File: src/core/ocsd_map.svh
// Constants for the order code sequence decoder: codes, counts and action numbers
`ifndef OCSD_MAP_SVH
`define OCSD_MAP_SVH

// Order codes held in the order code register (octal figures in hex form)
`define OCSD_OC_BRANCH 4'h0
`define OCSD_OC_COMPARE_SKIP 4'h1
`define OCSD_OC_INDEX 4'h2
`define OCSD_OC_SWAP 4'h3
`define OCSD_OC_NEG_LOAD 4'hC
`define OCSD_OC_STORE 4'hD
`define OCSD_OC_SUM 4'hE
`define OCSD_OC_AND 4'hF

// Extra-code order codes
`define OCSD_XC_PRODUCT 4'h9
`define OCSD_XC_QUOTIENT 4'hA
`define OCSD_XC_DIFFERENCE 4'hB

// Actions within one memory cycle, pulses 01 through 12
`define OCSD_ACT_FIRST 4'h1
`define OCSD_ACT_LAST 4'hC
`define OCSD_ACT_COUNT 12

// Memory cycle counts
`define OCSD_REP_W 5
`define OCSD_REP_ONE 5'h01
`define OCSD_MCT_FIRST 5'h01
`define OCSD_EXTRA_OVH 2
`define OCSD_PROD_REPEAT 6
`define OCSD_QUOT_REPEAT 14

// Involuntary request slots, lowest index has priority
`define OCSD_INV_N 8
`define OCSD_INV_KICKOFF 0
`define OCSD_INV_START_AT 1
`define OCSD_INV_CNT_UP 2
`define OCSD_INV_CNT_DOWN 3
`define OCSD_INV_CNT_SHIFT 4
`define OCSD_INV_CNT_SHIFT_P1 5
`define OCSD_INV_DISPLAY 6
`define OCSD_INV_LOAD 7

`endif

File: src/core/ocsd_pkg.sv
// Types shared by the order code sequence decoder
package ocsd_pkg;

	// Subinstruction being executed, one-hot
	typedef enum logic [25:0] {
		S_IDLE = 26'h000_0001,
		S_BRANCH = 26'h000_0002,
		S_SWAP = 26'h000_0004,
		S_NEG_LOAD = 26'h000_0008,
		S_STORE = 26'h000_0010,
		S_AND = 26'h000_0020,
		S_SUM = 26'h000_0040,
		S_INDEX_A = 26'h000_0080,
		S_INDEX_B = 26'h000_0100,
		S_CMP_A = 26'h000_0200,
		S_CMP_B = 26'h000_0400,
		S_DIFF = 26'h000_0800,
		S_PROD_FIRST = 26'h000_1000,
		S_PROD_REPEAT = 26'h000_2000,
		S_PROD_LAST = 26'h000_4000,
		S_QUOT_A = 26'h000_8000,
		S_QUOT_B = 26'h001_0000,
		S_NEXT_FETCH = 26'h002_0000,
		S_CNT_UP = 26'h004_0000,
		S_CNT_DOWN = 26'h008_0000,
		S_CNT_SHIFT = 26'h010_0000,
		S_CNT_SHIFT_P1 = 26'h020_0000,
		S_KICKOFF = 26'h040_0000,
		S_START_AT = 26'h080_0000,
		S_DISPLAY = 26'h100_0000,
		S_LOAD = 26'h200_0000
	} ocsd_step_t;

	// Counter cycle appended after an add or subtract
	typedef enum logic [2:0] {
		P_NONE = 3'h1,
		P_UP = 3'h2,
		P_DOWN = 3'h4
	} ocsd_pend_t;

endpackage

File: src/core/ocsd_sequencer.sv
// Order code sequence decoder: steps each instruction through its subinstructions
`timescale 1ns/1ps
`include "ocsd_map.svh"

// Notes on behaviour
// - Code 00 is branch_op: one branch_step, one memory cycle.
// - Code 03 is swap_op: swap_step then next_fetch_step, two cycles.
// - Code 14 is negate load: negate_load_step then next_fetch_step, two cycles.
// - Codes 15 store and 17 and: own step then next_fetch_step, two cycles.
// - Code 16 is sum_op: sum_step then next_fetch_step, two cycles normally.
// - Sum overflow appends counter_up, underflow counter_down; three cycles then.
// - Code 02 is index_next: index_step_a then index_step_b, two cycles.
// - Code 01 compare skip: compare_skip_step_a then _b, two cycles.
// - Extra 13 difference: four cycles, five with appended counter cycle.
// - Extra 11 product takes ten cycles; extra 12 quotient takes eighteen.
// - Involuntary counter_up: one cycle, no order code loaded.
// - Involuntary counter_down: one cycle.
// - Counter_shift and counter_shift_plus_one: one cycle each.
// - Machine_kickoff and start_at_address: one cycle each.
// - Display_location presents a location: one cycle.
// - Load_location writes a location: one cycle.
// - Every subinstruction is one memory cycle of twelve actions.
// - Product: first step three times, middle step six times, last once.
module ocsd_sequencer #(
	parameter int PROD_REPEAT = `OCSD_PROD_REPEAT,
	parameter int QUOT_REPEAT = `OCSD_QUOT_REPEAT,
	parameter int EXTRA_OVH = `OCSD_EXTRA_OVH
) (
	input wire logic ref_clk,
	input wire logic reset,
	input wire logic order_valid,
	input wire logic [3:0] order_code,
	input wire logic extra_code,
	output logic order_ready,
	input wire logic [7:0] inv_req,
	output logic [7:0] inv_ack,
	input wire logic sum_overflow,
	input wire logic sum_underflow,
	output ocsd_pkg::ocsd_step_t step,
	output logic [3:0] action,
	output logic action_end,
	output logic [4:0] mct_index,
	output logic seq_done,
	output logic undefined_code
);
	ocsd_pkg::ocsd_step_t step_q;
	ocsd_pkg::ocsd_step_t step_d;
	ocsd_pkg::ocsd_pend_t pend_q;
	ocsd_pkg::ocsd_pend_t pend_d;
	logic [4:0] rep_q;
	logic [4:0] rep_d;
	logic [4:0] mct_q;
	logic [4:0] mct_d;
	logic undef_q;
	logic undef_d;
	logic busy;
	logic mct_end;
	logic last_rep;
	logic final_mct;
	logic boundary;
	logic inv_any;
	logic [7:0] grant;
	ocsd_pkg::ocsd_step_t dec_step;
	logic [4:0] dec_rep;
	logic dec_undef;
	ocsd_pkg::ocsd_step_t inv_step;

	// Step for a granted involuntary slot
	function automatic ocsd_pkg::ocsd_step_t inv_to_step(input logic [7:0] g);
		ocsd_pkg::ocsd_step_t s;
		s = ocsd_pkg::S_IDLE;
		if (g[`OCSD_INV_KICKOFF]) begin
			s = ocsd_pkg::S_KICKOFF;
		end else if (g[`OCSD_INV_START_AT]) begin
			s = ocsd_pkg::S_START_AT;
		end else if (g[`OCSD_INV_CNT_UP]) begin
			s = ocsd_pkg::S_CNT_UP;
		end else if (g[`OCSD_INV_CNT_DOWN]) begin
			s = ocsd_pkg::S_CNT_DOWN;
		end else if (g[`OCSD_INV_CNT_SHIFT]) begin
			s = ocsd_pkg::S_CNT_SHIFT;
		end else if (g[`OCSD_INV_CNT_SHIFT_P1]) begin
			s = ocsd_pkg::S_CNT_SHIFT_P1;
		end else if (g[`OCSD_INV_DISPLAY]) begin
			s = ocsd_pkg::S_DISPLAY;
		end else if (g[`OCSD_INV_LOAD]) begin
			s = ocsd_pkg::S_LOAD;
		end
		return s;
	endfunction

	// True for a step after which the instruction ends
	function automatic logic is_terminal(input ocsd_pkg::ocsd_step_t s,
			input ocsd_pkg::ocsd_pend_t p);
		logic t;
		t = 1'b0;
		case (s)
			ocsd_pkg::S_BRANCH,
			ocsd_pkg::S_INDEX_B,
			ocsd_pkg::S_CMP_B,
			ocsd_pkg::S_PROD_LAST,
			ocsd_pkg::S_CNT_UP,
			ocsd_pkg::S_CNT_DOWN,
			ocsd_pkg::S_CNT_SHIFT,
			ocsd_pkg::S_CNT_SHIFT_P1,
			ocsd_pkg::S_KICKOFF,
			ocsd_pkg::S_START_AT,
			ocsd_pkg::S_DISPLAY,
			ocsd_pkg::S_LOAD: t = 1'b1;
			ocsd_pkg::S_NEXT_FETCH: t = (p == ocsd_pkg::P_NONE);
			default: t = 1'b0;
		endcase
		return t;
	endfunction

	// Twelve actions to each memory cycle
	ocsd_action_timer #(
		.ACTIONS(`OCSD_ACT_COUNT)
	) u_timer (
		.ref_clk(ref_clk),
		.reset(reset),
		.run(busy),
		.action(action),
		.mct_end(mct_end)
	);

	// Order code decode
	ocsd_decode #(
		.EXTRA_OVH(EXTRA_OVH)
	) u_decode (
		.order_code(order_code),
		.extra_code(extra_code),
		.first_step(dec_step),
		.first_rep(dec_rep),
		.undefined(dec_undef)
	);

	// Fixed priority among involuntary requests
	genvar gi;
	generate
		for (gi = 0; gi < `OCSD_INV_N; gi++) begin : g_grant
			if (gi == 0) begin : g_top
				assign grant[gi] = inv_req[gi];
			end else begin : g_rest
				assign grant[gi] = inv_req[gi] && !(|inv_req[gi-1:0]);
			end
		end
	endgenerate

	// Instruction boundary and handshake terms
	assign busy = (step_q != ocsd_pkg::S_IDLE);
	assign last_rep = (rep_q == `OCSD_REP_ONE);
	assign final_mct = busy && last_rep && is_terminal(step_q, pend_q);
	assign boundary = !busy || (mct_end && final_mct);
	assign inv_any = |inv_req;
	assign inv_step = inv_to_step(grant);
	assign inv_ack = boundary ? grant : 8'h00;
	assign order_ready = boundary && !inv_any;

	// Status outputs
	assign step = step_q;
	assign action_end = mct_end;
	assign mct_index = mct_q;
	assign seq_done = final_mct;
	assign undefined_code = undef_q;

	// Next subinstruction, repeat count and appended counter cycle
	always_comb begin
		step_d = step_q;
		rep_d = rep_q;
		pend_d = pend_q;
		mct_d = mct_q;
		undef_d = 1'b0;
		if (boundary) begin
			// Take the next instruction, involuntary first
			step_d = ocsd_pkg::S_IDLE;
			rep_d = `OCSD_REP_ONE;
			pend_d = ocsd_pkg::P_NONE;
			mct_d = `OCSD_MCT_FIRST;
			if (inv_any) begin
				step_d = inv_step;
			end else if (order_valid) begin
				if (dec_undef) begin
					undef_d = 1'b1;
				end else begin
					step_d = dec_step;
					rep_d = dec_rep;
				end
			end
		end else if (mct_end) begin
			mct_d = mct_q + 5'h01;
			if (!last_rep) begin
				rep_d = rep_q - 5'h01;
			end else begin
				rep_d = `OCSD_REP_ONE;
				case (step_q)
					ocsd_pkg::S_SWAP,
					ocsd_pkg::S_NEG_LOAD,
					ocsd_pkg::S_STORE,
					ocsd_pkg::S_AND,
					ocsd_pkg::S_QUOT_B: begin
						step_d = ocsd_pkg::S_NEXT_FETCH;
					end
					ocsd_pkg::S_SUM,
					ocsd_pkg::S_DIFF: begin
						// Capture carry out of the add or subtract
						step_d = ocsd_pkg::S_NEXT_FETCH;
						if (sum_overflow) begin
							pend_d = ocsd_pkg::P_UP;
						end else if (sum_underflow) begin
							pend_d = ocsd_pkg::P_DOWN;
						end else begin
							pend_d = ocsd_pkg::P_NONE;
						end
					end
					ocsd_pkg::S_INDEX_A: begin
						step_d = ocsd_pkg::S_INDEX_B;
					end
					ocsd_pkg::S_CMP_A: begin
						step_d = ocsd_pkg::S_CMP_B;
					end
					ocsd_pkg::S_PROD_FIRST: begin
						step_d = ocsd_pkg::S_PROD_REPEAT;
						rep_d = 5'(PROD_REPEAT);
					end
					ocsd_pkg::S_PROD_REPEAT: begin
						step_d = ocsd_pkg::S_PROD_LAST;
					end
					ocsd_pkg::S_QUOT_A: begin
						step_d = ocsd_pkg::S_QUOT_B;
						rep_d = 5'(QUOT_REPEAT);
					end
					ocsd_pkg::S_NEXT_FETCH: begin
						// Appended counter cycle after the fetch
						if (pend_q == ocsd_pkg::P_UP) begin
							step_d = ocsd_pkg::S_CNT_UP;
						end else begin
							step_d = ocsd_pkg::S_CNT_DOWN;
						end
						pend_d = ocsd_pkg::P_NONE;
					end
					default: begin
						step_d = ocsd_pkg::S_IDLE;
					end
				endcase
			end
		end
	end

	// Register sequencing state
	always_ff @(posedge ref_clk) begin
		if (reset) begin
			step_q <= ocsd_pkg::S_IDLE;
			rep_q <= `OCSD_REP_ONE;
			pend_q <= ocsd_pkg::P_NONE;
			mct_q <= `OCSD_MCT_FIRST;
			undef_q <= 1'b0;
		end else begin
			step_q <= step_d;
			rep_q <= rep_d;
			pend_q <= pend_d;
			mct_q <= mct_d;
			undef_q <= undef_d;
		end
	end
endmodule

File: src/core/ocsd_action_timer.sv
// Action timer: numbers the twelve actions of each memory cycle
`timescale 1ns/1ps
`include "ocsd_map.svh"
module ocsd_action_timer #(
	parameter int ACTIONS = `OCSD_ACT_COUNT
) (
	input wire logic ref_clk,
	input wire logic reset,
	input wire logic run,
	output logic [3:0] action,
	output logic mct_end
);
	logic [3:0] action_q;
	logic [3:0] action_d;

	// Last action of the memory cycle
	assign mct_end = run && (action_q == 4'(ACTIONS));
	assign action = action_q;

	// Step through actions, rest at the first while stopped
	always_comb begin
		action_d = action_q;
		if (!run || mct_end) begin
			action_d = `OCSD_ACT_FIRST;
		end else begin
			action_d = action_q + 4'h1;
		end
	end

	// Register the action number
	always_ff @(posedge ref_clk) begin
		if (reset) begin
			action_q <= `OCSD_ACT_FIRST;
		end else begin
			action_q <= action_d;
		end
	end
endmodule

File: src/core/ocsd_decode.sv
// Order code decode: first subinstruction, its length, undefined codes
`timescale 1ns/1ps
`include "ocsd_map.svh"
module ocsd_decode #(
	parameter int EXTRA_OVH = `OCSD_EXTRA_OVH
) (
	input wire logic [3:0] order_code,
	input wire logic extra_code,
	output ocsd_pkg::ocsd_step_t first_step,
	output logic [4:0] first_rep,
	output logic undefined
);
	// Map a regular or extra code onto its opening subinstruction
	always_comb begin
		first_step = ocsd_pkg::S_IDLE;
		first_rep = `OCSD_REP_ONE;
		undefined = 1'b0;
		if (!extra_code) begin
			case (order_code)
				`OCSD_OC_BRANCH: first_step = ocsd_pkg::S_BRANCH;
				`OCSD_OC_SWAP: first_step = ocsd_pkg::S_SWAP;
				`OCSD_OC_NEG_LOAD: first_step = ocsd_pkg::S_NEG_LOAD;
				`OCSD_OC_STORE: first_step = ocsd_pkg::S_STORE;
				`OCSD_OC_AND: first_step = ocsd_pkg::S_AND;
				`OCSD_OC_SUM: first_step = ocsd_pkg::S_SUM;
				`OCSD_OC_INDEX: first_step = ocsd_pkg::S_INDEX_A;
				`OCSD_OC_COMPARE_SKIP: first_step = ocsd_pkg::S_CMP_A;
				default: undefined = 1'b1;
			endcase
		end else begin
			// Extra codes spend the overhead cycles in their first step
			first_rep = 5'(1 + EXTRA_OVH);
			case (order_code)
				`OCSD_XC_DIFFERENCE: first_step = ocsd_pkg::S_DIFF;
				`OCSD_XC_PRODUCT: first_step = ocsd_pkg::S_PROD_FIRST;
				`OCSD_XC_QUOTIENT: first_step = ocsd_pkg::S_QUOT_A;
				default: begin
					undefined = 1'b1;
					first_rep = `OCSD_REP_ONE;
				end
			endcase
		end
	end
endmodule

File: config.mk
export PLATFORM = sky130hd
export DESIGN_NAME = ocsd_sequencer
export DESIGN_NICKNAME = d
export VERILOG_FILES = /design/src/core/ocsd_pkg.sv /design/src/core/ocsd_sequencer.sv /design/src/core/ocsd_action_timer.sv /design/src/core/ocsd_decode.sv
export VERILOG_INCLUDE_DIRS = /design/src /design/src/core
export SDC_FILE = /design/constraint.sdc
export NUM_CORES = 1
export LEC_CHECK = 0
export BUFFER_PORTS_ARGS = -buffer_cell sky130_fd_sc_hd__buf_2
export CAP_MARGIN = 5
export CORE_UTILIZATION = 49
export DETAILED_ROUTE_END_ITERATION = 8
export MAX_ROUTING_LAYER = met4
export PLACE_DENSITY = 0.84
export SLEW_MARGIN = 0
export SYNTH_ARGS = -nofsm -noshare
export SYNTH_HDL_FRONTEND = slang
export SYNTH_SLANG_ARGS = --single-unit
File: constraint.sdc
create_clock -name ref_clk -period 2.8 [get_ports ref_clk]
set_input_delay 0.14 -clock ref_clk [delete_from_list [all_inputs] [get_ports ref_clk]]
set_output_delay 0.14 -clock ref_clk [all_outputs]
set_load 0.02 [all_outputs]
==> impl_results.html, run 1 <==
<table>
<tr><th>Metric</th><th>Value</th></tr>
<tr><th colspan="2">Outcome</th></tr>
<tr><td>Result of the run</td><td>finished with violations</td></tr>
<tr><td>Violated checks</td><td>negative setup slack</td></tr>
<tr><th colspan="2">Setup path</th></tr>
<tr><td>Capture point of the worst reg-to-reg path</td><td>step[1]</td></tr>
<tr><td>Slowest library cell on the worst path</td><td>or4_4</td></tr>
<tr><td>Worst R2R Setup Slack</td><td>between 0.1 and 0.15 ns</td></tr>
<tr><td>Data arrival, critical path</td><td>between 2 and 3 ns</td></tr>
<tr><td>Category of the critical setup timing path</td><td>flop to primary output</td></tr>
<tr><td>Crit-path cells</td><td>or4_4 -&gt; or3b_4 -&gt; or3_4 -&gt; nor2_4 -&gt; o21ai_4 -&gt; nor2_1 -&gt; buf_4</td></tr>
<tr><td>Crit path launch type</td><td>flop</td></tr>
<tr><td>Crit path required time</td><td>around 2.7 ns</td></tr>
<tr><td>Maximum fanout along the worst path</td><td>6</td></tr>
<tr><td>FF-to-FF Start</td><td>step[18]</td></tr>
<tr><td>Worst Reg-to-Reg Cells</td><td>8</td></tr>
<tr><td>Delay contributed by the slowest stage of the critical path</td><td>roughly 0.52 ns</td></tr>
<tr><td>Sort of element at the end of the critical path</td><td>primary output</td></tr>
<tr><th colspan="2">GRT</th></tr>
<tr><td>Maximum number of pins on one net before global-route repair</td><td>26</td></tr>
<tr><td>Remaining Overflow, GRT</td><td>0</td></tr>
<tr><td>All-Layer GR Usage</td><td>0.301</td></tr>
<tr><td>Number of global-route vias before repair</td><td>about 2900</td></tr>
<tr><td>First-pass GRT wire length</td><td>~14000 um</td></tr>
<tr><td>Initial antenna violation count</td><td>0</td></tr>
<tr><th colspan="2">Floorplanning</th></tr>
<tr><td>Die width</td><td>76.8 um</td></tr>
<tr><td>Boundary pin count</td><td>65</td></tr>
<tr><td>Overall die height</td><td>a little under 80 um</td></tr>
<tr><td>Die area</td><td>5900 um2</td></tr>
<tr><td>Initial standard-cell utilization of the core</td><td>0.524</td></tr>
<tr><td>Floorplan row count</td><td>26</td></tr>
<tr><td>Core region area</td><td>approximately 5200 um2</td></tr>
<tr><th colspan="2">Final layout</th></tr>
<tr><td>Filler cell count in the final layout</td><td>roughly 440</td></tr>
<tr><td>Total area of multi-input combinational cells</td><td>1870 um2</td></tr>
<tr><td>Layout-stage area growth over the synthesis result</td><td>30.1%</td></tr>
<tr><td>Fraction of layout cells with a size suffix above 1</td><td>0.302</td></tr>
<tr><td>Antenna diode instance count</td><td>0</td></tr>
<tr><td>Most frequent standard cell in the layout excluding fill and tap cells</td><td>buf_2</td></tr>
<tr><td>Area occupied by registers</td><td>slightly below 900 um2</td></tr>
<tr><td>Top library cells by usage in the layout, fill and taps aside</td><td>54 x buf_2, 45 x nand2_1, 41 x dfxtp_1, 41 x buf_4, 37 x nor2_1</td></tr>
<tr><td>Total number of nets in the final design</td><td>~470</td></tr>
<tr><th colspan="2">Synth</th></tr>
<tr><td>Synthesized netlist cell count</td><td>360</td></tr>
<tr><td>Number of enable flip-flop cells after synthesis</td><td>0</td></tr>
<tr><td>Synth Warn #</td><td>0</td></tr>
<tr><td>Post-synthesis sequential area ratio</td><td>0.321</td></tr>
<tr><td>Post-synth net total</td><td>383</td></tr>
<tr><td>Post-synthesis async set-or-reset flop share</td><td>0</td></tr>
<tr><td>Top cell type by total area after synthesis</td><td>dfxtp_1</td></tr>
<tr><td>Number of unique standard cell types used by synthesis</td><td>56</td></tr>
<tr><td>Yosys top cell area share</td><td>0.321</td></tr>
<tr><td>Synthesized flop and latch total</td><td>44</td></tr>
<tr><td>Dominant combinational cell family by area after synthesis</td><td>simple AND/OR/NAND/NOR gates</td></tr>
<tr><td>Post-synthesis compound-gate area fraction</td><td>0.165</td></tr>
<tr><td>Multiplexer fraction of the synthesized cell area</td><td>0.0187</td></tr>
<tr><td>Synth Area in Adders</td><td>0.0228</td></tr>
<tr><td>Synthesized cell area</td><td>2740 um2</td></tr>
<tr><td>Synthesized-area fraction occupied by and/or/nand/nor cells</td><td>0.379</td></tr>
<tr><td>Largest cells by area after synthesis</td><td>dfxtp_1 32%, nand2_1 6.2%, nor2_1 5.5%</td></tr>
<tr><td>Fraction of synthesized cell area in xor and xnor cells</td><td>0.0479</td></tr>
<tr><td>Most common flop cell mapped by yosys</td><td>dfxtp_1</td></tr>
<tr><td>Synthesized area divided by synthesized cell count</td><td>approximately 7.6 um2</td></tr>
<tr><th colspan="2">Route</th></tr>
<tr><td>Post-DRT Antenna Nets</td><td>0</td></tr>
<tr><td>Via count normalized by instance count</td><td>between 6 and 7</td></tr>
<tr><td>Drt total wl</td><td>between 8000 and 9000 um</td></tr>
<tr><td>WL/cell</td><td>16.8 um</td></tr>
<tr><td>Count of vias placed by the detailed router</td><td>roughly 3100</td></tr>
<tr><td>Total DRC errors in the routed layout</td><td>0</td></tr>
<tr><td>Violation count after the first detailed-route iteration</td><td>around 260</td></tr>
<tr><td>Drt first pass iters</td><td>5</td></tr>
<tr><th colspan="2">Worst hold path</th></tr>
<tr><td>Hold path cells</td><td>3</td></tr>
<tr><td>Classification of the worst-slack hold path</td><td>input pin to flop</td></tr>
<tr><td>Worst hold path endpoint</td><td>undefined_code</td></tr>
<tr><td>Hold Crit Start</td><td>order_valid</td></tr>
<tr><th colspan="2">CTS</th></tr>
<tr><td>Max Root-Sink Buffers</td><td>2</td></tr>
<tr><td>Clock-pin transition on the worst setup and hold timing paths</td><td>0.08 ns</td></tr>
<tr><td>H-tree lvl count</td><td>2</td></tr>
<tr><td>Clock root buffer</td><td>clkbuf_8</td></tr>
<tr><td>Sinks on the clock net</td><td>between 40 and 50</td></tr>
<tr><td>Clk_lat worst skew</td><td>0.30 ns</td></tr>
<tr><td>Number of buffers created by CTS</td><td>5</td></tr>
<tr><td>Clock tree from TritonCTS</td><td>done</td></tr>
<tr><td>Quantity of hold-fixing buffers added after cts</td><td>0</td></tr>
<tr><th colspan="2">STA</th></tr>
<tr><td>Min Clock Period, post-route</td><td>roughly 2.8 ns</td></tr>
<tr><td>Hold Violations, Final</td><td>0</td></tr>
<tr><td>Total Neg Setup Slack</td><td>-0.00535 ns</td></tr>
<tr><td>Final setup violating endpoints</td><td>1</td></tr>
<tr><td>Worst Tran Pin Value</td><td>1.03 ns</td></tr>
<tr><td>Fmax</td><td>356 MHz</td></tr>
<tr><td>Worst hold slack across all endpoints</td><td>between 0.1 and 0.15 ns</td></tr>
<tr><td>Final max-slew violation count</td><td>0</td></tr>
<tr><td>Smallest setup slack after layout</td><td>-0.00535 ns</td></tr>
<tr><td>Max Clock Skew</td><td>0.00337 ns</td></tr>
<tr><td>Worst slew margin</td><td>0.307</td></tr>
<tr><td>Ratio of final minimum period to clock period</td><td>1.00</td></tr>
<tr><td>Unrepaired setup endpoints after global routing</td><td>true</td></tr>
<tr><th colspan="2">Placed design</th></tr>
<tr><td>Number of buffers added on ports</td><td>64</td></tr>
<tr><td>Final weighted congestion of routability-driven global placement</td><td>0.976</td></tr>
<tr><td>Final HPWL DP</td><td>approximately 6400 um</td></tr>
<tr><th colspan="2">Run</th></tr>
<tr><td>Number of max-cap violations</td><td>0</td></tr>
<tr><th colspan="2">Power</th></tr>
<tr><td>Static leakage</td><td>~1.5 nW</td></tr>
<tr><td>Total power consumption of the routed design</td><td>between 2 and 3 mW</td></tr>
<tr><td>Max VDD drop</td><td>0.000576 V</td></tr>
<tr><td>Power per Cell Area</td><td>about 780 nW/um2</td></tr>
</table>
-- Yosys cell counts, types with 7 or more instances --
| library cell | count |
|---|---|
| nor4_1 | 11 |
| o21ai_0 | 14 |
| a21oi_1 | 8 |
| xor2_1 | 11 |
| and3_1 | 7 |
| nor3_1 | 19 |
| nand4_1 | 12 |
| nand3_1 | 16 |
| dfxtp_1 | 44 |
| nand2_1 | 45 |
| o21ai_1 | 9 |
| clkbuf_1 | 14 |
| inv_1 | 12 |
| nor2_1 | 40 |
-- per-stage QoR --
stage          worst slack (ns)  cells  area (um2)   util
5_1_grt                 -0.0828    517        3570  0.681
6_report               -0.00535    517        3570  0.681
3_3_place_gp              0.117    505        3290  0.628
4_1_cts                 0.00362    514        3460  0.660
2_1_floorplan            0.0266    360        2740      -
3_5_place_dp             0.0381    505        3290  0.628
-- cell type report --
cell class,instances,area share
clock buffers,5,0.0193
repair buffers,96,0.165
multi-input cells,287,0.525
well taps,70,0.0245
inverters,12,0.0126
clock inverters,3,0.00526
flip-flops and latches,44,0.249
-- worst max-delay path, delay by kind of cell (launching register included) --
kind                   cells  cell delay (ns)
and+or+nand+nor            5             1.73
AOI/OAI and AO/OA          1             0.10
buffers and inverters      1             0.16
DFF                        1             0.36
-- cell families after synthesis --
logic type | Yosys count
adders and majority gates | 5
xor gates and xnor gates | 15
buffers and inverters | 30
muxes | 5
AOI/OAI and AO/OA | 65
DFF | 44
and+or+nand+nor | 196
-- registers in the layout, summed over array words and instances, names as in the netlist --
register        cells
undefined_code      1
mct_index           5
pend_q              3
step               26
rep_q               5
u_timer.action      4
-- what timing repair did --
action / in CTS / in global routing
endpoints found under the setup margin: 10 / 15
buffers inserted: 1 / 2
gates cloned: 0 / 1
gates resized for setup: 17 / 23
pin swaps: 1 / 12
-- worst max path at each step --
| stage | depth (start not counted) | from | to |
|---|---|---|---|
| finish | 7 | step[18] | inv_ack[5] |
| global route | 8 | step[22] | inv_ack[5] |
| global placement | 8 | step[18] | step[19] |
| detailed placement | 6 | step[18] | undefined_code |
| floorplan | 10 | step[23] | rep_q[3] |
| CTS | 7 | step[23] | inv_ack[4] |
-- where the power goes --
group / internal (mW) / switching (mW) / total (mW)
clock: 0.174 / 0.225 / 0.399
combinational: 0.661 / 0.977 / 1.64
sequential: 0.680 / 0.0599 / 0.740
-- per-layer routing --
metal	track usage	routed length, um
met1	0.389	3780
met4	0.0923	163
met2	0.489	4190
met5	-	0
met3	0.0369	573
(Power assumes the default switching activity.)
==> run 2: changes to the inputs <==
REMOVE_ABC_BUFFERS = 1   (was default)
==> impl_results.html, run 2 (synthesis gave the netlist of run 1 again) <==
<table>
<tr><th>Metric</th><th>Value</th></tr>
<tr><th colspan="2">Setup path</th></tr>
<tr><td>Data arrival, critical path</td><td>between 2 and 3 ns</td></tr>
<tr><td>Capture point of the worst reg-to-reg path</td><td>step[0]</td></tr>
<tr><td>Crit path required time</td><td>2.66 ns</td></tr>
<tr><td>Category of the critical setup timing path</td><td>flop to primary output</td></tr>
<tr><td>Worst Reg-to-Reg Cells</td><td>8</td></tr>
<tr><td>Sort of element at the end of the critical path</td><td>primary output</td></tr>
<tr><td>Crit path launch type</td><td>flop</td></tr>
<tr><td>Worst R2R Setup Slack</td><td>approximately 0.090 ns</td></tr>
<tr><td>FF-to-FF Start</td><td>step[24]</td></tr>
<tr><td>Maximum fanout along the worst path</td><td>8</td></tr>
<tr><th colspan="2">GRT</th></tr>
<tr><td>Maximum number of pins on one net before global-route repair</td><td>26</td></tr>
<tr><td>GRT busiest layer</td><td>met2</td></tr>
<tr><td>Initial antenna violation count</td><td>0</td></tr>
<tr><td>Number of global-route vias before repair</td><td>roughly 2900</td></tr>
<tr><td>Met2 demand-to-capacity share in global routing</td><td>0.450</td></tr>
<tr><td>Remaining Overflow, GRT</td><td>0</td></tr>
<tr><td>All-Layer GR Usage</td><td>0.291</td></tr>
<tr><td>First-pass GRT wire length</td><td>about 14000 um</td></tr>
<tr><td>Met1 GRT Util</td><td>0.377</td></tr>
<tr><td>Met3 layer usage reported by global route</td><td>0.0417</td></tr>
<tr><th colspan="2">CTS</th></tr>
<tr><td>Number of buffers created by CTS</td><td>5</td></tr>
<tr><td>Sinks on the clock net</td><td>44</td></tr>
<tr><td>Clk_lat worst skew</td><td>0.31 ns</td></tr>
<tr><td>Clock root buffer</td><td>clkbuf_8</td></tr>
<tr><td>Quantity of hold-fixing buffers added after cts</td><td>0</td></tr>
<tr><td>H-tree lvl count</td><td>2</td></tr>
<tr><td>Clock tree from TritonCTS</td><td>done</td></tr>
<tr><td>Max Root-Sink Buffers</td><td>2</td></tr>
<tr><td>Clock-pin transition on the worst setup and hold timing paths</td><td>~0.090 ns</td></tr>
<tr><th colspan="2">Placed design</th></tr>
<tr><td>Final weighted congestion of routability-driven global placement</td><td>~1</td></tr>
<tr><td>Pre-CTS setup slack</td><td>0.134 ns</td></tr>
<tr><td>Final HPWL DP</td><td>6310 um</td></tr>
<tr><td>Number of buffers added on ports</td><td>64</td></tr>
<tr><th colspan="2">Floorplanning</th></tr>
<tr><td>Die width</td><td>between 70 and 80 um</td></tr>
<tr><td>Die area</td><td>approximately 5900 um2</td></tr>
<tr><td>Overall die height</td><td>between 70 and 80 um</td></tr>
<tr><td>Boundary pin count</td><td>65</td></tr>
<tr><td>Core region area</td><td>roughly 5200 um2</td></tr>
<tr><td>Floorplan row count</td><td>26</td></tr>
<tr><td>Initial standard-cell utilization of the core</td><td>0.524</td></tr>
<tr><th colspan="2">Final layout</th></tr>
<tr><td>Top library cells by usage in the layout, fill and taps aside</td><td>56 x buf_2, 45 x nand2_1, 41 x dfxtp_1</td></tr>
<tr><td>Total number of nets in the final design</td><td>between 400 and 500</td></tr>
<tr><td>Layout-stage area growth over the synthesis result</td><td>29.7%</td></tr>
<tr><td>Antenna diode instance count</td><td>0</td></tr>
<tr><td>Most frequent standard cell in the layout excluding fill and tap cells</td><td>buf_2</td></tr>
<tr><td>Number of flip-flops under the largest register name</td><td>26</td></tr>
<tr><td>Finished Core Util</td><td>0.679</td></tr>
<tr><td>Fraction of layout cells with a size suffix above 1</td><td>0.295</td></tr>
<tr><th colspan="2">Route</th></tr>
<tr><td>Post-DRT Antenna Nets</td><td>0</td></tr>
<tr><td>Total DRC errors in the routed layout</td><td>0</td></tr>
<tr><td>Count of vias placed by the detailed router</td><td>3171</td></tr>
<tr><td>WL/cell</td><td>roughly 17 um</td></tr>
<tr><td>Via count normalized by instance count</td><td>6.17</td></tr>
<tr><td>Drt first pass iters</td><td>6</td></tr>
<tr><td>Violation count after the first detailed-route iteration</td><td>approximately 380</td></tr>
<tr><td>Drt total wl</td><td>roughly 9000 um</td></tr>
<tr><th colspan="2">Worst hold path</th></tr>
<tr><td>Classification of the worst-slack hold path</td><td>input pin to flop</td></tr>
<tr><td>Hold Crit Start</td><td>order_valid</td></tr>
<tr><td>Worst hold path endpoint</td><td>undefined_code</td></tr>
<tr><td>Hold path cells</td><td>3</td></tr>
<tr><th colspan="2">STA</th></tr>
<tr><td>Max Clock Skew</td><td>0.0132 ns</td></tr>
<tr><td>Hold Violations, Final</td><td>0</td></tr>
<tr><td>Worst hold slack across all endpoints</td><td>between 0.09 and 0.1 ns</td></tr>
<tr><td>Final setup violating endpoints</td><td>0</td></tr>
<tr><td>Fmax</td><td>between 300 and 400 MHz</td></tr>
<tr><td>Worst slew margin</td><td>0.339</td></tr>
<tr><td>Unrepaired setup endpoints after global routing</td><td>true</td></tr>
<tr><td>Worst Tran Pin Value</td><td>between 0.9 and 1 ns</td></tr>
<tr><td>Min Clock Period, post-route</td><td>2.78 ns</td></tr>
<tr><td>Ratio of final minimum period to clock period</td><td>0.995</td></tr>
<tr><td>Smallest setup slack after layout</td><td>between 0.015 and 0.02 ns</td></tr>
<tr><td>Final max-slew violation count</td><td>0</td></tr>
<tr><th colspan="2">Power</th></tr>
<tr><td>Max VDD drop</td><td>0.000513 V</td></tr>
<tr><td>Static leakage</td><td>~1.5 nW</td></tr>
<tr><td>Power per Cell Area</td><td>just over 800 nW/um2</td></tr>
<tr><th colspan="2">Outcome</th></tr>
<tr><td>Result of the run</td><td>finished clean</td></tr>
<tr><th colspan="2">Run</th></tr>
<tr><td>Number of max-cap violations</td><td>0</td></tr>
</table>
==> run 2: cell types whose count changed in the layout (fill, tap and decap cells not counted), sizes merged <==
| cell | before | now |
|---|---|---|
| buf | 96 | 93 |
| clkinv | 3 | 2 |
| bufinv | 0 | 1 |
==> run 2: critical path: stages (launching register included) <==
cell and delay [ns]:
dfxtp_1 0.38, or4_4 0.50, or3b_4 0.45, or3_4 0.44
o221ai_4 0.21, and3_4 0.22, buf_4 0.13
==> run 2: worst max path at each step <==
stage,cells past startpoint,from,slack (ns),end
CTS,7,step[18],-0.02,inv_ack[5]
detailed placement,7,step[18],0.13,inv_ack[5]
floorplan,7,step[18],-0.08,step[21]
global placement,6,step[18],0.13,undefined_code
global route,9,step[20],-0.07,inv_ack[6]
finish,6,step[24],0.02,seq_done
==> run 2: stage by stage <==
step	total power, mW	TNS (ns)	instances	instance area [um2]
detailed placement	2.09	0	499	3240
CTS	2.64	-0.114	507	3390
global route	3.00	-0.314	514	3560
finish	2.87	0	514	3560
floorplan	1.57	-0.904	342	2660
global placement	2.07	0	499	3240
==> run 2: repair_timing <==
item	in CTS	in global routing
gates resized for setup	9	27
pin swaps	0	13
setup buffers	0	6
setup endpoints to repair	10	11
cloned	0	1
==> run 2: metal layers <==
layer  routed length, um  vias up
met2                4080      192
met5                   0        -
met4                 271        0
li1                    -     1487
met1                3800     1462
met3                 725       30
==> run 2: report_power, final <==
group / leakage [nW] / total, mW / switching (mW) / internal, mW
clock: 0.0583 / 0.507 / 0.238 / 0.269
sequential: 0.358 / 0.733 / 0.0517 / 0.681
combinational: 1.11 / 1.63 / 0.987 / 0.643
==> run 2: layout make-up <==
class,instances,area [um2]
Tap cell,70,87.6
Clock buffer,5,68.8
Timing Repair Buffer,93,562
Fill cell,431,1680
Inverter,12,45.0
Sequential cell,44,887
Multi-Input combinational cell,287,1860
Clock inverter,3,47.5
